File: src/core/dssc_cfg.svh
/*
 Timing counts and strap field layout for the select and spindle block.
 Assumes a 250 MHz local clock; included by bare name with a guard.
*/
`ifndef DSSC_CFG_SVH
`define DSSC_CFG_SVH
`define DSSC_CLK_MHZ 250
`define DSSC_SPINUP_MS 250
`define DSSC_LATCH_RUN_MS 5000
`define DSSC_SPINUP_CYC (`DSSC_SPINUP_MS * 1000 * `DSSC_CLK_MHZ)
`define DSSC_LATCH_RUN_CYC (`DSSC_LATCH_RUN_MS * 1000 * `DSSC_CLK_MHZ)
`define DSSC_NUM_UNITS 4
`define DSSC_CNT_W 32
`endif

File: src/core/dssc_pkg.sv
/*
 Types for the select and spindle block.
 Assumes dssc_cfg.svh holds the numbers.
*/
package dssc_pkg;
    typedef enum logic [2:0] {
        DSSC_MOTOR_OFF = 3'h1,
        DSSC_MOTOR_SPINUP = 3'h2,
        DSSC_MOTOR_STABLE = 3'h4
    } dssc_motor_t;
endpackage : dssc_pkg

File: src/core/dssc_sync.sv
/*
 Two-stage level synchroniser, WIDTH bits, reset to a constant.
 Assumes inputs may change at any time relative to clock.
*/
`timescale 1ns/1ps
module dssc_sync #(
    parameter int WIDTH = 1,
    parameter logic RESET_VALUE = 1'b1
) (
    input wire logic clock,
    input wire logic reset_n,
    input wire logic clock_enable,
    input wire logic [WIDTH-1:0] async_in,
    output logic [WIDTH-1:0] sync_out
);
    logic [WIDTH-1:0] stage1;

    // First stage is read only by the second
    always_ff @(posedge clock or negedge reset_n)
    begin
        if (!reset_n)
        begin
            stage1 <= {WIDTH{RESET_VALUE}};
            sync_out <= {WIDTH{RESET_VALUE}};
        end
        else if (clock_enable)
        begin
            stage1 <= async_in;
            sync_out <= stage1;
        end
    end
endmodule : dssc_sync

File: src/core/dssc_top.sv
/*
 Drive select gating and spindle motor control for a daisy-chained
 flexible disk drive. Assumes a 250 MHz local clock, asynchronous
 controller lines, and a controller that keeps one select line low.
*/
// Function
// - Own select low enables drive electronics
// - Deselected: ignore inputs, disable outputs
// - Four select inputs, strap picks one
// - Run low: spin up, stable within 250ms
// - Run high: remove drive, coast down
// - Motor control ignores selection
// - Latch close runs motor five seconds
// - Drop step pulses while not selected
// - Activity indicator lit while selected
// - Jumper intact: always enabled, indicator still follows own select
`timescale 1ns/1ps
`include "dssc_cfg.svh"
module dssc_top #(
    parameter int NUM_UNITS = `DSSC_NUM_UNITS,
    parameter int SPINUP_CYC = `DSSC_SPINUP_CYC,
    parameter int LATCH_RUN_CYC = `DSSC_LATCH_RUN_CYC
) (
    input wire logic clock,
    input wire logic reset_n,
    input wire logic clock_enable,
    input wire logic [NUM_UNITS-1:0] unit_select_n,
    input wire logic [NUM_UNITS-1:0] unit_address_strap,
    input wire logic always_enable_jumper,
    input wire logic spindle_run_n,
    input wire logic latch_closed,
    input wire logic step_n,
    input wire logic write_enable_n,
    input wire logic [NUM_UNITS-1:0] status_in_n,
    output logic drive_selected,
    output logic logic_enabled,
    output logic activity_led,
    output logic step_accept,
    output logic write_enable_gated,
    output logic [NUM_UNITS-1:0] status_out_n,
    output logic [NUM_UNITS-1:0] status_out_en,
    output logic motor_drive,
    output logic motor_stable
);
    logic [NUM_UNITS-1:0] sel_sync_n;
    logic [3:0] ctl_sync;
    logic run_sync_n;
    logic latch_sync;
    logic step_sync_n;
    logic wen_sync_n;
    logic latch_prev;
    logic step_prev_n;
    logic sel_match;
    logic enabled;
    logic motor_req;
    logic [`DSSC_CNT_W-1:0] latch_cnt;
    logic [`DSSC_CNT_W-1:0] spin_cnt;
    logic [`DSSC_CNT_W-1:0] next_latch_cnt;
    logic [`DSSC_CNT_W-1:0] next_spin_cnt;
    logic latch_rise;
    dssc_pkg::dssc_motor_t motor_state;
    dssc_pkg::dssc_motor_t next_motor_state;

    // Both groups pass two flops before any logic looks at them
    dssc_sync #(.WIDTH(NUM_UNITS), .RESET_VALUE(1'b1)) u_sel_sync (
        .clock(clock),
        .reset_n(reset_n),
        .clock_enable(clock_enable),
        .async_in(unit_select_n),
        .sync_out(sel_sync_n)
    );
    dssc_sync #(.WIDTH(4), .RESET_VALUE(1'b1)) u_ctl_sync (
        .clock(clock),
        .reset_n(reset_n),
        .clock_enable(clock_enable),
        .async_in({spindle_run_n, ~latch_closed, step_n, write_enable_n}),
        .sync_out(ctl_sync)
    );
    assign run_sync_n = ctl_sync[3];
    assign latch_sync = ~ctl_sync[2];
    assign step_sync_n = ctl_sync[1];
    assign wen_sync_n = ctl_sync[0];

    // Only the strapped line counts; several straps give undefined use
    assign sel_match = |(~sel_sync_n & unit_address_strap);
    assign enabled = sel_match | always_enable_jumper;

    // Selection, enable and indicator outputs
    always_ff @(posedge clock or negedge reset_n)
    begin
        if (!reset_n)
        begin
            drive_selected <= 1'b0;
            logic_enabled <= 1'b0;
            activity_led <= 1'b0;
        end
        else if (clock_enable)
        begin
            drive_selected <= sel_match;
            logic_enabled <= enabled;
            activity_led <= sel_match;
        end
    end

    // Step accepted on trailing edge, only when enabled and not writing
    always_ff @(posedge clock or negedge reset_n)
    begin
        if (!reset_n)
        begin
            step_prev_n <= 1'b1;
            step_accept <= 1'b0;
            write_enable_gated <= 1'b0;
        end
        else if (clock_enable)
        begin
            step_prev_n <= step_sync_n;
            step_accept <= !step_prev_n && step_sync_n && enabled
                && wen_sync_n;
            write_enable_gated <= enabled && !wen_sync_n;
        end
    end

    // Status lines released, not driven, while disabled (deselected, jumper removed)
    always_ff @(posedge clock or negedge reset_n)
    begin
        if (!reset_n)
        begin
            status_out_n <= {NUM_UNITS{1'b1}};
            status_out_en <= '0;
        end
        else if (clock_enable)
        begin
            status_out_n <= enabled ? status_in_n : {NUM_UNITS{1'b1}};
            status_out_en <= {NUM_UNITS{enabled}};
        end
    end

    // Closure edge taken on the synchronised level only
    assign latch_rise = latch_sync && !latch_prev;

    // Next latch count; a fresh closure reloads rather than extends
    always_comb
    begin
        next_latch_cnt = latch_cnt;
        if (latch_rise)
            next_latch_cnt = `DSSC_CNT_W'(LATCH_RUN_CYC);
        else if (latch_cnt != '0)
            next_latch_cnt = latch_cnt - `DSSC_CNT_W'(1);
    end

    // Latch run timer; opening the latch does not cut the run short
    always_ff @(posedge clock or negedge reset_n)
    begin
        if (!reset_n)
        begin
            latch_prev <= 1'b0;
            latch_cnt <= '0;
        end
        else if (clock_enable)
        begin
            latch_prev <= latch_sync;
            latch_cnt <= next_latch_cnt;
        end
    end

    // Run line or timer runs the motor; no select term on purpose
    assign motor_req = !run_sync_n || (latch_cnt != '0);

    // Motor sequencing
    always_comb
    begin
        next_motor_state = motor_state;
        case (motor_state)
            dssc_pkg::DSSC_MOTOR_OFF:
                if (motor_req)
                    next_motor_state = dssc_pkg::DSSC_MOTOR_SPINUP;
            dssc_pkg::DSSC_MOTOR_SPINUP:
                if (!motor_req)
                    next_motor_state = dssc_pkg::DSSC_MOTOR_OFF;
                else if (spin_cnt == '0)
                    next_motor_state = dssc_pkg::DSSC_MOTOR_STABLE;
            dssc_pkg::DSSC_MOTOR_STABLE:
                if (!motor_req)
                    next_motor_state = dssc_pkg::DSSC_MOTOR_OFF;
            default:
                next_motor_state = dssc_pkg::DSSC_MOTOR_OFF;
        endcase
    end

    // Spin-up deadline, kept loaded while off so entry needs no extra cycle
    always_comb
    begin
        next_spin_cnt = spin_cnt;
        if (motor_state == dssc_pkg::DSSC_MOTOR_OFF)
            next_spin_cnt = `DSSC_CNT_W'(SPINUP_CYC - 2);
        else if (spin_cnt != '0)
            next_spin_cnt = spin_cnt - `DSSC_CNT_W'(1);
    end

    // Stable flagged by the deadline; no speed sensor is modelled
    always_ff @(posedge clock or negedge reset_n)
    begin
        if (!reset_n)
        begin
            motor_state <= dssc_pkg::DSSC_MOTOR_OFF;
            spin_cnt <= '0;
            motor_drive <= 1'b0;
            motor_stable <= 1'b0;
        end
        else if (clock_enable)
        begin
            motor_state <= next_motor_state;
            spin_cnt <= next_spin_cnt;
            motor_drive <= next_motor_state !=
                dssc_pkg::DSSC_MOTOR_OFF;
            motor_stable <= next_motor_state ==
                dssc_pkg::DSSC_MOTOR_STABLE;
        end
    end
endmodule : dssc_top

File: config.mk
export PLATFORM = sky130hd
export DESIGN_NAME = dssc_top
export DESIGN_NICKNAME = d
export VERILOG_FILES = /design/src/core/dssc_pkg.sv /design/src/core/dssc_sync.sv /design/src/core/dssc_top.sv
export VERILOG_INCLUDE_DIRS = /design/src /design/src/core
export SDC_FILE = /design/constraint.sdc
export NUM_CORES = 1
export LEC_CHECK = 0
export ABC_AREA = 1
export BUFFER_PORTS_ARGS = -buffer_cell sky130_fd_sc_hd__buf_2
export CAP_MARGIN = 0
export CORE_MARGIN = 2
export CORE_UTILIZATION = 28
export DETAILED_ROUTE_END_ITERATION = 8
export PLACE_DENSITY = 0.41
export SLEW_MARGIN = 20
export SYNTH_ARGS = -nofsm -noshare
export SYNTH_HDL_FRONTEND = slang
export SYNTH_SLANG_ARGS = --single-unit
File: constraint.sdc
create_clock -name clock -period 3.42 [get_ports clock]
set_input_delay 0.684 -clock clock [delete_from_list [all_inputs] [get_ports clock]]
set_output_delay 0.684 -clock clock [all_outputs]
set_load 0.05 [all_outputs]
==> out/metrics.yaml, run 1 <==
yosysSeqAreaShare_pct: 40.7
async_reset_ff_share_pct: 100
powerDensity_nw_per_um2: 608
crit_path_top_delay_cell: "nand2_2"
fin_skew_ns: 0.0163
vdd_ir_drop_max_mv: 0.229
timing.final.setup_violations: 0
place_congestion: 0.796
cp.required_ns: 3.64
tns_ns: 0
coreArea_um2: 20900
die_w_um: 149
fin_cells: 1139
post-route-util_pct: 31.6
placed_area_um2: 6290
hpwl_um: 10700
fin_area_um2: 6600
synth.avg_cell_area_um2: 7.08
fin_crit_sh_pct: 70.9
crit_chain: "inv_1, ha_1, nand2_2, nor2_8, nand2_4, nor2_4, nand2_2, nand2_2, buf_4, o21ai_0"
grt_max_degree: 52
cts_htree_levels: 3
routedWlPerCell_um: 13.1
worstReg2RegEnd: "spin_cnt[22]"
synth_cells: 834
ys_ff_latch: 95
final_layout_size_suffix_gt1_share_pct: 15.4
period_needed_ns: 2.42
clock_path_buffers: 2
reg2reg_depth: 10
finalMaxSlewViolations: 0
cts_resized: 0
clk_pin_slew_ns: 0.09
layout_commonest_cell: "nand2_1"
layout.nets: 882
critPathMaxFanout: 26
timing.fmax_mhz: 413
synth_nets: 857
cts_tree: "yes"
grt_usage_pct: 14.5
r2r_slack_ns: 1.0
ant_nets: 0
cts.sinks: 95
setup.worst_path.class: "flop to flop"
numPortBuffers: 34
final_cell_mix: "nand2_1 (280), nor2_1 (139), dfrtp_1 (73), inv_1 (67), nand3_1 (67)"
cap_violations: 0
total_power_mw: 4.01
post_cts_buffers: 0
hold_path_class: "input pin to async pin"
crit_path_start_kind: "flop"
n_antenna_cell: 0
reg2reg_from: "spin_cnt[0]"
grt_pass1_vias: 5043
crit_arrival_ns: 2.64
p_leak_nw: 3.10
worstMarginPinSlew_ns: 0.842
synth_top_family_by_area: "simple AND/OR/NAND/NOR gates"
via_per_inst: 4.49
cp_common_cell: "nand2_2"
cp_top_family: "simple AND/OR/NAND/NOR gates"
yosys.area_share.simple_pct: 38.2
cts-root-buf: "clkbuf_16"
synth_compound_area_share_pct: 10.2
crit_path_end_kind: "flop"
hold_viol: 0
die-area_um2: 22300
die_h_um: 149
areaGrowthSynthToFinish_pct: 11.7
ys.flop_type: "dfrtp_1"
syn_area_um2: 5910
drc: 0
antenna_found_initial: 0
synth_warnings: 0
cts_hold_buf: 0
grt_pass1_wl_um: 25700
slowest_delay_ns: 0.46
run_status: "complete, no violations"
wirelength_um: 14900
rsz0062_at_grt: "no"
grt_overflow: 0
synth.area.mux_share_pct: 0
crit_buf_inv: 2
io_pins: 35
clk-insertion-delay-late_ns: 0.36
num_vias: 5113
slew_headroom_pct: 43.7
synth_xor_area_share_pct: 2.67
rows: 53
synth_edf_count: 0
yosysUniqueCellTypes: 35
first_pass_iters: 5
start_util_pct: 28.3
synthAdderAreaFrac_pct: 0.636
place_inst: 1123
cts-buffers-inserted: 9
drt_iter0_drc: 259
metrics by stage:
| step | setup WS [ns] | hold slack, ns |
|---|---|---|
| after CTS | 0.968 | 0.364 |
| after global placement | 1.09 | 0.453 |
| after detailed placement | 1.00 | 0.456 |
| after global routing | 0.751 | 0.386 |
| final | 0.997 | 0.333 |
| after floorplan | 1.66 | 0.388 |
power breakdown:
group | total, mW | switching, mW | leakage (nW) | internal [mW]
clock | 1.05 | 0.526 | 0.150 | 0.524
sequential | 1.55 | 0.210 | 1.16 | 1.34
combinational | 1.41 | 0.978 | 1.79 | 0.431
total | 4.01 | 1.71 | 3.10 | 2.30
final cells by class:
| class | count | area, um2 |
|---|---|---|
| well taps | 275 | 344 |
| flip-flops and latches | 95 | 2400 |
| repair buffers | 40 | 230 |
| fillers | 2303 | 14300 |
| clock inverters | 7 | 81.3 |
| multi-input cells | 644 | 3050 |
| clock buffers | 9 | 225 |
| inverters | 69 | 259 |
cell families after synthesis:
kind of cell,Yosys count
compound gates,92
flops,95
fa+ha+maj,3
xor+xnor,18
buf+inv,95
simple gates,531
worst max path at each step:
stage                start      endpoint  slack [ns]  cells past startpoint
2_1_floorplan  spin_cnt[0]   spin_cnt[9]        1.66                     12
3_3_place_gp   spin_cnt[0]  spin_cnt[22]        1.09                     10
3_5_place_dp   spin_cnt[0]  spin_cnt[28]        1.00                     10
4_1_cts        spin_cnt[0]  spin_cnt[22]        0.97                     10
5_1_grt        spin_cnt[0]  spin_cnt[22]        0.75                     10
6_report       spin_cnt[0]  spin_cnt[22]         1.0                     10
cells in the mapped netlist (5+ instances only):
library cell,n,area (um2)
clkbuf_1,10,37.5
buf_4,6,45.0
o21bai_1,9,67.6
nand3_1,67,335
o21ai_1,22,110
inv_1,67,251
o21ai_0,29,145
o21ai_2,24,210
dfstp_2,22,578
dfrtp_1,73,1830
xnor2_1,7,61.3
nor2_1,139,522
nand2_2,13,81.3
nor2_4,5,56.3
nand2_1,280,1050
xor2_1,11,96.3
nand4_1,15,93.8
flip-flops by register name (all words and copies together), names as in the netlist:
name and flops:
latch_cnt 32, spin_cnt 32, status_out_n 4, u_ctl_sync.stage1 4, u_ctl_sync.sync_out 4, u_sel_sync.stage1 4, u_sel_sync.sync_out 4, motor_state 3
activity_led 1, latch_prev 1, motor_drive 1, motor_stable 1, status_out_en 1, step_accept 1, step_prev_n 1, write_enable_gated 1
routing by layer:
layer | GRT usage [%] | part of all wire (%) | up-vias
li1 | - | - | 2709
met5 | 0 | 0 | -
met2 | 23.2 | 44 | 75
met3 | 1.83 | 3.0 | 10
met4 | 4.14 | 1.2 | 0
met1 | 20.4 | 52 | 2319
worst reg2reg max path, stage by stage, from the launching register on:
cell,delay (ns)
dfrtp_1,0.40
inv_1,0.15
ha_1,0.28
nand2_2,0.14
nor2_8,0.18
nand2_4,0.07
nor2_4,0.15
nand2_2,0.08
nand2_2,0.46
buf_4,0.28
o21ai_0,0.10
Power figures use the tool's default switching activity.
==> run 2, diff against run 1 <==
- clock period: 3.42 -> 2.4 ns (I/O delays scaled with it)
==> run 2 against run 1 <==
Net effect: critical path depth did not move; clock power up 44%; global-route usage rose by 0.21 points; register-to-register slack lost 0.68 ns.
==> out/metrics.yaml, run 2 (synthesis results as in run 1) <==
drt_iter0_drc: 267  # +3.1%
rsz0062_at_grt: "no"
fin_ws_ns: 0.318  # -0.678 ns
crit_path_top_delay_cell: "dfrtp_1"
hold_viol: 0  # unchanged
post-route-util_pct: 31.8  # +0.19 points
p_comb_share_pct: 35.2  # about the same
dp_slack_ns: 0.296  # -0.708 ns
cts_htree_levels: 3  # unchanged
timing.final.setup_violations: 0  # unchanged
clk-insertion-delay-late_ns: 0.36  # about the same
cts.sinks: 95  # unchanged
placed_area_um2: 6330  # +0.60%
first_pass_iters: 5  # unchanged
fin_area_um2: 6640  # +0.61%
via_per_inst: 4.46  # -0.57%
place_inst: 1128  # +0.45%
rows: 53  # unchanged
die_h_um: 149  # unchanged
io_pins: 35  # unchanged
num_vias: 5106  # -0.14%
drc: 0  # unchanged
cap_violations: 0  # unchanged
routedWlPerCell_um: 13.2  # +1.3%
place_congestion: 0.800  # +0.54%
cp_common_cell: "nand2_2"
total_power_mw: 5.75  # +43%
antenna_found_initial: 0  # unchanged
crit_path_start_kind: "flop"
fin_crit_sh_pct: 86.7  # +16 points
reg2reg_from: "spin_cnt[0]"
p_clk_share_pct: 26.3  # about the same
crit_chain: "inv_1, ha_1, nand2_2, nor2_8, nand2_4, nor2_4, nand2_2, nand2_2, buf_4, o21ai_0"
die_w_um: 149  # unchanged
grt_max_degree: 96  # +85%
fin_cells: 1144  # +0.44%
crit_path_end_kind: "flop"
wirelength_um: 15100  # +1.7%
period_needed_ns: 2.08  # -0.342 ns
cts-buffers-inserted: 9  # unchanged
grt_pass1_vias: 5011  # -0.63%
numPortBuffers: 34  # unchanged
slew_headroom_pct: 59.9  # +16 points
cts-root-buf: "clkbuf_16"
crit_arrival_ns: 2.30  # -0.34 ns
cp.required_ns: 2.62  # -1.02 ns
vdd_ir_drop_max_mv: 0.480  # +110%
start_util_pct: 28.3  # unchanged
reg2reg_depth: 10  # unchanged
post_cts_buffers: 0  # unchanged
clk_pin_slew_ns: 0.08  # about the same
top_regs: "latch_cnt: 32 flops, spin_cnt: 32 flops"
layout_commonest_cell: "nand2_1"
finalMaxSlewViolations: 0  # unchanged
r2r_slack_ns: 0.32  # -0.68 ns
timing.fmax_mhz: 480  # +16%
final_layout_size_suffix_gt1_share_pct: 15.9  # +0.49 points
areaGrowthSynthToFinish_pct: 12.4
clock_path_buffers: 2  # unchanged
swShare_pct: 42.7  # about the same
run_status: "complete, no violations"
grt_pass1_wl_um: 25900  # +1.0%
coreArea_um2: 20900  # unchanged
hpwl_um: 10800  # +0.63%
worstMarginPinSlew_ns: 0.602  # -0.240 ns
p_int_mw: 3.29  # +43%
hold_slack_ns: 0.112  # -0.222 ns
layout.nets: 887  # +0.57%
ant_nets: 0  # unchanged
grt_overflow: 0  # unchanged
worstReg2RegEnd: "spin_cnt[29]"
slowest_delay_ns: 0.40  # -0.06 ns
fin_skew_ns: 0.0138  # -0.00251 ns
cts_resized: 0  # unchanged
p_seq_share_pct: 38.6  # about the same
tns_ns: 0  # unchanged
critPathMaxFanout: 26  # unchanged
hold_path_class: "input pin to async pin"
crit_path_start: "spin_cnt[0]"
final_cell_mix: "nand2_1 (280), nor2_1 (139), dfrtp_1 (73), inv_1 (67), nand3_1 (67)"
setup.worst_path.class: "flop to flop"
cts_hold_buf: 0  # unchanged
powerDensity_nw_per_um2: 866  # +42%
p_leak_nw: 3.12  # +0.84%
die-area_um2: 22300  # unchanged
n_antenna_cell: 0  # unchanged
p_switching_mw: 2.45  # +43%
grt_usage_pct: 14.7  # +0.21 points
cts_tree: "yes"
## run 2: critical path: cells and delay by family, from the launching register on
| family | cells | cell delay [ns] |
|---|---|---|
| buffers and inverters | 2 | 0.46 |
| AOI/OAI and AO/OA | 1 | 0.15 |
| adders and majority gates | 1 | 0.27 |
| and+or+nand+nor | 6 | 0.66 |
| DFF | 1 | 0.40 |
## run 2: area by class of cell
class,instances,area (um2)
Clock buffer,9,225
Clock inverter,7,83.8
Fill cell,2301,14300
Inverter,69,259
Multi-Input combinational cell,644,3050
Sequential cell,95,2400
Tap cell,275,344
Timing Repair Buffer,45,268
## run 2: worst max path at each step
| stage | endpoint | cells past startpoint |
|---|---|---|
| floorplan | spin_cnt[9] | 12 |
| global placement | spin_cnt[27] | 10 |
| detailed placement | spin_cnt[29] | 10 |
| CTS | spin_cnt[29] | 10 |
| global route | spin_cnt[28] | 10 |
| finish | spin_cnt[29] | 10 |
## run 2: power groups by stage
stage,registers (mW),clock network (mW),logic [mW]
after floorplan,2.24,0,1.50
after global placement,2.25,0,2.05
after detailed placement,2.25,0,2.05
after CTS,2.22,1.59,2.05
after global routing,2.27,1.63,2.34
final,2.22,1.51,2.02
## run 2: per-layer routing
layer	up-vias	GRT usage (%)	part of all wire, %
met2	75	23.0	43
met4	0	3.57	1.1
met3	10	2.51	3.8
li1	2716	-	-
met5	-	0	0
met1	2305	21.1	52
